File: src/core/dsf_pkg.sv
// Constants shared by the serial frame input port and its word buffer.
// Assumes one system clock; all serial pins arrive asynchronously.
package dsf_pkg;

  // ----------------------------------------------------------------------
  // Frame geometry
  // ----------------------------------------------------------------------
  localparam int         WORD_W      = 16;
  localparam int         CHAN_N      = 8;
  localparam int         CODE_W      = 10;
  localparam int         FIFO_DEPTH  = 16;
  localparam int         CNT_W       = 5;
  localparam logic [4:0] FULL_EDGES  = 5'h10;
  localparam logic [4:0] ABORT_EDGE  = 5'h0f;
  localparam logic [4:0] CNT_MAX     = 5'h1f;

  // ----------------------------------------------------------------------
  // Command word layout
  // ----------------------------------------------------------------------
  localparam int         CMD_BIT     = 15;
  localparam int         CH_LSB      = 12;
  localparam int         CH_W        = 3;
  localparam int         CODE_LSB    = 2;
  localparam int         LOAD_BIT    = 0;
  localparam int         OP_LSB      = 13;
  localparam logic [1:0] OP_UPD_ALL  = 2'h0;
  localparam logic [1:0] OP_POWER    = 2'h1;
  localparam int         PD_MASK_LSB = 0;
  localparam int         PD_MODE_LSB = 8;

  // ----------------------------------------------------------------------
  // Reset values
  // ----------------------------------------------------------------------
  localparam logic [9:0] CODE_RST    = 10'h000;
  localparam logic [7:0] PD_MASK_RST = 8'h00;
  localparam logic [1:0] PD_MODE_RST = 2'h0;

endpackage

File: src/core/dsf_fifo.sv
// Synchronous word buffer with valid/ready on both sides.
// Assumes both sides run on the same clock as the writer.
`timescale 1ns/1ps
module dsf_fifo #(
  parameter int W     = 16,
  parameter int DEPTH = 16
) (
  // Clock and reset
  input  wire logic         sys_clk,
  input  wire logic         rstn,
  // Filling side
  input  wire logic         in_valid,
  output logic              in_ready,
  input  wire logic [W-1:0] in_data,
  // Draining side
  output logic              out_valid,
  input  wire logic         out_ready,
  output logic      [W-1:0] out_data
);
  localparam int AW = $clog2(DEPTH);

  logic [W-1:0] mem [DEPTH];
  logic [AW:0]  wr_ptr;
  logic [AW:0]  rd_ptr;
  wire          push = in_valid & in_ready;
  wire          pop  = out_valid & out_ready;
  wire          full = (wr_ptr[AW] != rd_ptr[AW]) &&
                       (wr_ptr[AW-1:0] == rd_ptr[AW-1:0]);

  assign in_ready  = ~full;
  assign out_valid = (wr_ptr != rd_ptr);
  assign out_data  = mem[rd_ptr[AW-1:0]];

  always_ff @(posedge sys_clk) begin
    if (push) begin
      mem[wr_ptr[AW-1:0]] <= in_data;
    end
  end

  always_ff @(posedge sys_clk or negedge rstn) begin
    if (!rstn) begin
      wr_ptr <= '0;
      rd_ptr <= '0;
    end else begin
      if (push) begin
        wr_ptr <= wr_ptr + 1'b1;
      end
      if (pop) begin
        rd_ptr <= rd_ptr + 1'b1;
      end
    end
  end
endmodule

File: src/core/dsf_frame_input.sv
// Serial write port of an eight channel converter: shift, commit, chain.
// Assumes serial pins are asynchronous and far slower than sys_clk.
`timescale 1ns/1ps

// Notes on behaviour
// - Shift one bit per falling clock edge.
// - Rise after sixteen edges commits the word.
// - Rise before sixteenth edge aborts the write.
// - Chain output only after sixteen held clocks.
// - Chain output feeds next device's input.
// - Committed word sets mode, power-down, values.
// - Outputs stay zero until first valid word.
// - Update all channels together or singly.
module dsf_frame_input
  import dsf_pkg::*;
(
  // Clock and reset
  input  wire logic                         sys_clk,
  input  wire logic                         rstn,
  // Serial pins
  input  wire logic                         sclk,
  input  wire logic                         sync_n,
  input  wire logic                         din,
  output logic                              dout,
  // Converter core side
  input  wire logic                         apply_en,
  output logic [CHAN_N-1:0][CODE_W-1:0]     chan_code,
  output logic [CODE_W-1:0]                 channel_one_output,
  output logic [CHAN_N-1:0]                 pd_mask,
  output logic [1:0]                        pd_mode,
  // Status
  output logic                              accept_ready,
  output logic                              overrun
);

  // ----------------------------------------------------------------------
  // Pin synchronisers
  // ----------------------------------------------------------------------
  logic             sclk_m, sclk_s, sclk_d;
  logic             sync_m, sync_s, sync_d;
  logic             din_m, din_s;

  // All three pins share the same latency, so data stays aligned to clock.
  // The serial clock idles high, so its stages reset high to match.
  always_ff @(posedge sys_clk or negedge rstn) begin
    if (!rstn) begin
      {sclk_m, sclk_s, sclk_d} <= 3'h7;
      {sync_m, sync_s, sync_d} <= 3'h7;
      {din_m, din_s}           <= 2'h0;
    end else begin
      {sclk_m, sclk_s, sclk_d} <= {sclk, sclk_m, sclk_s};
      {sync_m, sync_s, sync_d} <= {sync_n, sync_m, sync_s};
      {din_m, din_s}           <= {din, din_m};
    end
  end

  wire              sclk_fall = sclk_d & ~sclk_s;
  wire              in_frame  = ~sync_s;
  wire              sync_rise = ~sync_d & sync_s;

  // ----------------------------------------------------------------------
  // Shift register and edge count
  // ----------------------------------------------------------------------
  logic [WORD_W-1:0] shreg;
  logic [CNT_W-1:0]  edge_cnt;
  logic              push_ok;
  wire               shift_en  = in_frame & sclk_fall;
  wire               long_frm  = (edge_cnt >= FULL_EDGES);
  wire               commit    = sync_rise & long_frm;
  wire [CNT_W-1:0]   next_cnt  = (edge_cnt == CNT_MAX) ? edge_cnt :
                                 edge_cnt + 1'b1;
  wire               next_dout = in_frame & long_frm & shreg[WORD_W-1];

  always_ff @(posedge sys_clk or negedge rstn) begin
    if (!rstn) begin
      shreg <= '0;
    end else if (shift_en) begin
      shreg <= {shreg[WORD_W-2:0], din_s};
    end
  end

  // The count saturates so long chained frames still read as complete.
  always_ff @(posedge sys_clk or negedge rstn) begin
    if (!rstn) begin
      edge_cnt <= '0;
    end else if (!in_frame) begin
      edge_cnt <= '0;
    end else if (sclk_fall) begin
      edge_cnt <= next_cnt;
    end
  end

  always_ff @(posedge sys_clk or negedge rstn) begin
    if (!rstn) begin
      dout <= 1'b0;
    end else begin
      dout <= next_dout;
    end
  end

  // ----------------------------------------------------------------------
  // Commit into the word buffer
  // ----------------------------------------------------------------------
  logic [WORD_W-1:0] word;
  logic              word_valid;
  wire               word_pop = word_valid & apply_en;

  dsf_fifo #(
    .W     (WORD_W),
    .DEPTH (FIFO_DEPTH)
  ) u_buf (
    .sys_clk   (sys_clk),
    .rstn      (rstn),
    .in_valid  (commit),
    .in_ready  (push_ok),
    .in_data   (shreg),
    .out_valid (word_valid),
    .out_ready (apply_en),
    .out_data  (word)
  );

  assign accept_ready = push_ok;

  // A full buffer cannot stall the host, so the word is dropped and flagged.
  always_ff @(posedge sys_clk or negedge rstn) begin
    if (!rstn) begin
      overrun <= 1'b0;
    end else begin
      overrun <= commit & ~push_ok;
    end
  end

  // ----------------------------------------------------------------------
  // Command decode
  // ----------------------------------------------------------------------
  logic [CHAN_N-1:0][CODE_W-1:0] hold;
  wire               is_cmd   = word[CMD_BIT];
  wire [CH_W-1:0]    ch_sel   = word[CH_LSB +: CH_W];
  wire [CODE_W-1:0]  new_code = word[CODE_LSB +: CODE_W];
  wire [1:0]         op       = word[OP_LSB +: 2];
  wire               wr_ch    = word_pop & ~is_cmd;
  wire               ld_now   = wr_ch & word[LOAD_BIT];
  wire               upd_all  = word_pop & is_cmd & (op == OP_UPD_ALL);
  wire               pwr_set  = word_pop & is_cmd & (op == OP_POWER);

  always_ff @(posedge sys_clk or negedge rstn) begin
    if (!rstn) begin
      hold <= '0;
    end else if (wr_ch) begin
      hold[ch_sel] <= new_code;
    end
  end

  always_ff @(posedge sys_clk or negedge rstn) begin
    if (!rstn) begin
      chan_code <= {CHAN_N{CODE_RST}};
    end else if (upd_all) begin
      chan_code <= hold;
    end else if (ld_now) begin
      chan_code[ch_sel] <= new_code;
    end
  end

  always_ff @(posedge sys_clk or negedge rstn) begin
    if (!rstn) begin
      pd_mask <= PD_MASK_RST;
      pd_mode <= PD_MODE_RST;
    end else if (pwr_set) begin
      pd_mask <= word[PD_MASK_LSB +: CHAN_N];
      pd_mode <= word[PD_MODE_LSB +: 2];
    end
  end

  assign channel_one_output = chan_code[0];

  // ----------------------------------------------------------------------
  // Checks
  // ----------------------------------------------------------------------
  logic written;
  always_ff @(posedge sys_clk or negedge rstn) begin
    if (!rstn) begin
      written <= 1'b0;
    end else if (word_pop) begin
      written <= 1'b1;
    end
  end
endmodule

File: config.mk
export PLATFORM = sky130hd
export DESIGN_NAME = dsf_frame_input
export DESIGN_NICKNAME = d
export VERILOG_FILES = /design/src/core/dsf_pkg.sv /design/src/core/dsf_fifo.sv /design/src/core/dsf_frame_input.sv
export SDC_FILE = /design/constraint.sdc
export NUM_CORES = 1
export LEC_CHECK = 0
export ABC_AREA = 1
export BUFFER_PORTS_ARGS = -buffer_cell sky130_fd_sc_hd__buf_2
export CAP_MARGIN = 10
export CORE_MARGIN = 2
export CORE_UTILIZATION = 40
export CTS_CLUSTER_DIAMETER = 50
export DETAILED_ROUTE_END_ITERATION = 12
export GPL_ROUTABILITY_DRIVEN = 0
export GPL_TIMING_DRIVEN = 0
export SYNTH_ARGS = -nofsm -noshare
export SYNTH_HDL_FRONTEND = slang
export SYNTH_SLANG_ARGS = --single-unit
File: constraint.sdc
create_clock -name sys_clk -period 3.53 [get_ports sys_clk]
set_clock_uncertainty 0.1 [all_clocks]
set_input_delay 0.706 -clock sys_clk [delete_from_list [all_inputs] [get_ports sys_clk]]
set_output_delay 0.706 -clock sys_clk [all_outputs]
set_load 0.03 [all_outputs]
Yosys cells after proc, flatten, opt, wreduce, memory -nomap -nowiden
Memories as Yosys holds them, arrays and structs flattened.
Cells that the tools add are included.
{ "word_totals": {"ff_bits": 211, "mem_bits_rw": 256, "in_bits": 6, "output_inout_bits": 103, "wordCells": 81, "mem_count": 1} }
{ "memory_table": {"columns": ["memory", "depth", "width", "read_ports", "rd_ports_with_merged_regs", "write_ports", "line_no", "source"], "rows": [
  ["u_buf.mem", 16, 16, 1, 0, 1, "dsf_fifo.sv:22", "logic [W-1:0] mem [DEPTH];"]
]} }
{ "classes": {"add_sub_neg": 3, "order_cmp": 3, "n_eq_ne": 6, "muxes": 11, "n_bitwise": 19, "reduce_logical": 6} }
{ "op_table": {"columns": ["op", "count"], "rows": [
  ["$bwmux W80", 2],
  ["$mux W80", 2],
  ["$demux W10 S3", 1],
  ["$add A5 B1 Y5 const B", 3],
  ["$mux W5", 3],
  ["$and A1 B1 Y1", 14],
  ["$mux W10", 1],
  ["$eq A5 B5 Y1 const B", 1],
  ["$ge A5 B5 Y1 const B", 1],
  ["$ne A5 B5 Y1", 1],
  ["$not A1 Y1", 5],
  ["$eq A4 B4 Y1", 1],
  ["$lt A3 B4 Y1 const B", 1],
  ["$reduce_bool A2 Y1", 2],
  ["$ge A3 B1 Y1 const B", 1],
  ["$eq A2 B1 Y1 const B", 1],
  ["$logic_and A1 B1 Y1", 2],
  ["$logic_not A2 Y1", 1],
  ["$mux W1", 2],
  ["$ne A2 B2 Y1 const B", 1],
  ["$reduce_and A2 Y1", 1],
  ["$ne A1 B1 Y1", 1]
]} }

Depth between registers and ports, before layout
An unclocked memory read counts as a cell.
{ "depth": {"word_depth": 8, "ltp_mapped": 17, "ltp_nobuf": 14} }

Hierarchy
A second synthesis with hierarchy kept.
{ "hier_totals": {"cells_unflattened": 2074, "area_unflattened_um2": 20065.5} }
{ "modules_own_cells": {"columns": ["mod", "instances", "cells_each", "area_per_inst_um2", "seq_area_each_um2"], "rows": [
  ["dsf_fifo", 1, 991, 11094.4, 7937.6],
  ["dsf_frame_input", 1, 1083, 8971.1, 5037.3]
]} }

Worst setup path after synthesis
No wires, ideal clock.
{ "synth_timing": {"kind": "flip-flop to flip-flop", "startpoint": "register u_buf.rd_ptr[1]", "endpoint": "memory u_buf.mem[15][0] (enable)", "setup_time_ns": 0.391, "t_arrival_ns": 2.281, "required_time_ns": 3.039, "slack_ns": 0.757, "path_stages_with_launch": 11, "n_path_buf": 1, "period_less_slack_ns": 2.773, "path_cell_list": "dfrtp_1 > inv_1 > buf_2 > nand2_1 > nand2_1 > nor2_1 > nand3b_1 > nand2_1 > inv_1 > nand2_1 > nor2_1"} }
{ "synth_between": {"elab_chain_len": 6} }
{ "synth_lines": {"columns": ["element", "line_no", "source"], "rows": [
  ["start, declared", "dsf_fifo.sv:24", "logic [AW:0] rd_ptr;"],
  ["start signal, assigned", "dsf_fifo.sv:49", "rd_ptr <= rd_ptr + 1'b1;"],
  ["$eq A4 B4 Y1", "dsf_fifo.sv:28", "(wr_ptr[AW-1:0] == rd_ptr[AW-1:0]);"],
  ["$logic_and A1 B1 Y1", "dsf_fifo.sv:27", "wire full = (wr_ptr[AW] != rd_ptr[AW]) &&"],
  ["$not A1 Y1", "dsf_fifo.sv:30", "assign in_ready = ~full;"],
  ["named net accept_ready", "dsf_frame_input.sv:32", "output logic accept_ready,"],
  ["$and A1 B1 Y1", "dsf_fifo.sv:25", "wire push = in_valid & in_ready;"],
  ["$mux W1", "dsf_fifo.sv:35", "if (push) begin"],
  ["$mux W1 (implied by the code)", "dsf_fifo.sv:36", "mem[wr_ptr[AW-1:0]] <= in_data;"],
  ["end, declared", "dsf_fifo.sv:22", null]
]} }
The timed path passes the listed nets, and every way through them passes these cells.

Worst setup path after layout
{ "layout_timing": {"startpoint": "register u_buf.rd_ptr[1]", "endpoint": "register chan_code[65] (netlist name)"} }
{ "layout_between": {"elab_chain_len": 8, "elab_cells_between_ends": 18, "classes_between": "order compare (2); eq/ne (1); mux (5); bitwise (6); reduce/logical (3); memory (1)"} }
{ "layout_lines": {"columns": ["element", "line_no", "source"], "rows": [
  ["$mem_v2 Z16 W16", null, null],
  ["$lt A3 B4 Y1 (implied by the code) / $ge A3 B1 Y1 (equally long branches)", "dsf_frame_input.sv:160", "chan_code[ch_sel] <= new_code;"],
  ["$logic_and A1 B1 Y1 (implied by the code)", "dsf_frame_input.sv:160", null],
  ["$mux W10 (implied by the code)", "dsf_frame_input.sv:160", null],
  ["$demux W10 S3", "dsf_frame_input.sv:160", null],
  ["$bwmux W80", "dsf_frame_input.sv:160", null],
  ["$mux W80", "dsf_frame_input.sv:159", "end else if (ld_now) begin"],
  ["$mux W80", "dsf_frame_input.sv:157", "end else if (upd_all) begin"],
  ["end signal, assigned", "dsf_frame_input.sv:156", "chan_code <= {CHAN_N{CODE_RST}};"],
  ["end signal, assigned", "dsf_frame_input.sv:158", "chan_code <= hold;"],
  ["end signal, assigned by index", "dsf_frame_input.sv:160", null],
  ["end, declared", "dsf_frame_input.sv:27", "output logic [CHAN_N-1:0][CODE_W-1:0] chan_code,"]
]} }
Several ways; a longest one is shown, not always the timed one. The select of a mux whose other input is x is not followed.
A chain may end at the register's enable or synchronous reset.

==> summary.md <==
| Metric | Value |
|---|---|
| Register bit count reported by yosys | around 470 |
| CP max FO | 10 |
| Crit path max-delay family | buffers and inverters |
| Critical Path Source Type | flop |
| Cell taking the most area after synthesis | edfxtp_1 |
| Worst Tran Pin Value | 0.897 ns |
| Num Clock Sinks | between 400 and 500 |
| Ratio of final minimum period to clock period | between 90% and 100% |
| Clock Power Share | 24.3% |
| Minimum clock period | 3.35 ns |
| Final ANT Viol Nets | 0 |
| GRT overflow | 0 |
| IO Port Bufs | 108 |
| Root Buffer | clkbuf_16 |
| IO Pins | 109 |
| Buf+Inv Stages, Crit Path | 5 |
| Fin. max-slew vios | 0 |
| Crit path largest cell delay | ~0.57 ns |
| Setup CP Type | reg -> reg |
| Crit path cell chain | inv_1, buf_2, buf_2, buf_1, nor2_1, o21ai_0, nand3_1, nand3_1, nand2_2, buf_2, nand2_1, nand2_1, nand2_1, nand2_1 |
| HP Class | in -> async |
| Die height | 230 um |
| Mapped Nets | 2162 |
| Worst EP arrival | 3.73 ns |
| PnR Total Power | around 23000 uW |
| P&R area growth vs syn | 17.7% |
| Final setup vio count | 0 |
| Highest-count cells in the layout ignoring fill and taps | nand2_1 (604), edfxtp_1 (256), nand3_1 (252), nor2_1 (220), dfrtp_1 (205) |
| Initial core utilization | about two fifths |
| Vias | 15400 |
| Pint | 12800 uW |
| Logic pwr share | 43.4% |
| Final Hold Viols | 0 |
| RSZ-0062 raised after global routing | false |
| Fillers | 4718 |
| Via density | about 5 |
| Area of the multi-input gates | between 6000 and 7000 um^2 |
| CP dominant cell by count | nand2_1 |
| Top cells by area, synth | edfxtp_1 (38%), dfrtp_1 (25%), nand2_1 (11%) |
| Synth cell types | 34 |
| Core Region | 50300 um^2 |
| Final HPWL DP | about 37 mm |
| Rel. slew slack | 40.2% |
| TritonRoute pass-1 iters | 7 |
| NetSw | 10500 uW |
| DIE WIDTH | 230 um |
| Register area share after synthesis | between 60% and 70% |
| Setup ws final | between 0.15 and 0.2 ns |
| Avg Inst Size Synth | roughly 9.5 um^2 |
| Worst Setup End Kind | flop |
| Antenna cells | 0 |
| Die footprint | ~53000 um^2 |
| VDD IR-drop max | about 0.4 mV |
| Register area | 13000 um^2 |
| F_max | 299 MHz |
| Clock Latency Late Sink | 0.59 ns |
| Clk buf depth | 3 |
| Post-cts sizing count | 0 |
| Synth Instances | 2149 |
| Fraction of layout cells with a size suffix above 1 | ~15% |
| Max-cap check violation count | 0 |
| First-pass GRT wire length | about 86 mm |
| CTS Hold Bufs | 0 |
| CTS Buf Count | 55 |
| CTS tree | yes |
| Reg power frac | between 30% and 40% |
| Mapped cell area | 20400 um^2 |
| FP Rows | 82 |
| Iter 0 DRT Violations | 1207 |
| DR DRC count | 0 |
| Setup Buffers After CTS | 0 |
| CP max stage cell | buf_1 |
| Cell leakage power | 0.0109 uW |
| Initial antenna violation count | 0 |
| Power per Cell Area | 971 nW/um^2 |
| Routed wire per std cell | roughly 18 um |
| Dpl ws | around 0.22 ns |
| Vias in the first global route | ~15000 |
| H-tree levels | 2 |
| Leading cell type in the layout, fill and taps excluded | nand2_1 |
| Final WL | 55.8 mm |
| GRT Util Overall | 21.2% |
| CP required | 3.92 ns |
| Largest net degree at the start of global routing | around 110 |
| Outcome | finished clean |
| Setup TNS Final | 0 ns |
| Final nets | between 2000 and 2500 |
| Switching part of the total | between 40% and 50% |
| Synthesis warning total | 0 |
| Clock Pin Slew Worst Setup and Hold Paths | about 0.060 ns |
| Yosys top cell area share | 37.6% |
-- power by group through the flow --
stage               clock network (uW)  registers (uW)  logic (uW)
CTS                               5740            7550       10100
floorplan                            0            8050        5920
global route                      5980            7680       11000
finish                            5650            7550       10100
detailed placement                   0            7650       10000
global placement                     0            7610        9870
-- flip-flops by register name, summed over array words and instances (netlist names), 2 cells and up --
name                flops
channel_one_output     10
shreg                  16
pd_mode                 2
pd_mask                 8
chan_code              70
edge_cnt                5
u_buf.rd_ptr            5
hold                   80
u_buf.wr_ptr            5
u_buf.mem             256
-- per-layer routing --
metal	share of wire, %	vias up	track usage [%]
li1	-	7440	-
met1	42	7378	26.9
met2	48	487	36.4
met3	6.3	120	3.32
met4	3.5	0	8.17
met5	0	-	0
-- path summary, 6_finish.rpt --
kind	startpoint	endpoint	slack, ns	cells past startpoint
max	u_buf.rd_ptr[1]$_DFFE_PN0P_	chan_code[65]$_DFFE_PN0P_	0.18	14
min	rstn	chan_code[56]$_DFFE_PN0P_	0.05	1
max reg2reg	u_buf.rd_ptr[1]$_DFFE_PN0P_	chan_code[65]$_DFFE_PN0P_	0.18	14
min reg2reg	din_m$_DFF_PN0_	din_s$_DFF_PN0_	0.25	0
max in group asynchronous	rstn	shreg[2]$_DFFE_PN0P_	2.13	2
min in group sys_clk	sclk	sclk_m$_DFF_PN1_	0.12	1
-- metrics by stage --
step,hold slack [ns],util [%],std cells,area [um^2]
floorplan,0.231,-,2149,20400
global placement,0.235,43.4,2929,21800
detailed placement,0.238,44.2,2946,22200
CTS,0.0657,47.8,3047,24000
global route,0.105,47.8,3047,24000
finish,0.0499,47.8,3047,24000
-- worst reg2reg max path, delay by kind of cell, from the launching register on --
kind,cells,cell delay [ns]
buffers and inverters,5,1.69
AOI/OAI and AO/OA,1,0.10
and+or+nand+nor,8,0.94
DFF,1,0.43
-- synthesized netlist by cell type (all sizes together) --
cell type / number
a21oi: 12
buf: 100
clkbuf: 41
clkinv: 1
dfrtp: 205
dfstp: 6
edfxtp: 256
ha: 7
inv: 149
nand2: 621
nand3: 256
nand3b: 1
nand4: 23
nor2: 246
nor3: 7
nor4: 1
o211ai: 1
o21ai: 203
o221ai: 1
o22ai: 3
xnor2: 2
xor2: 7
-- logic make-up (layout without fill, tap and decap cells) --
| group | count (synthesis) | in the layout | share of synthesized area [%] |
|---|---|---|---|
| and+or+nand+nor | 1155 | 1155 | 23.8 |
| adders and majority gates | 7 | 7 | 0.429 |
| DFF | 467 | 467 | 63.5 |
| buffers and inverters | 291 | 517 | 6.38 |
| xor gates and xnor gates | 9 | 9 | 0.386 |
| AOI/OAI and AO/OA | 220 | 220 | 5.44 |
-- area by class of cell --
class	instances	share of cell area, %
tap	672	3.50
timing repair buffer	125	3.77
sequential	467	54.0
clock buffer	75	6.34
buffer	141	3.09
clock inverter	26	1.22
inverter	150	2.34
multi-input combinational	1391	25.7
(Power assumes the default switching activity.)
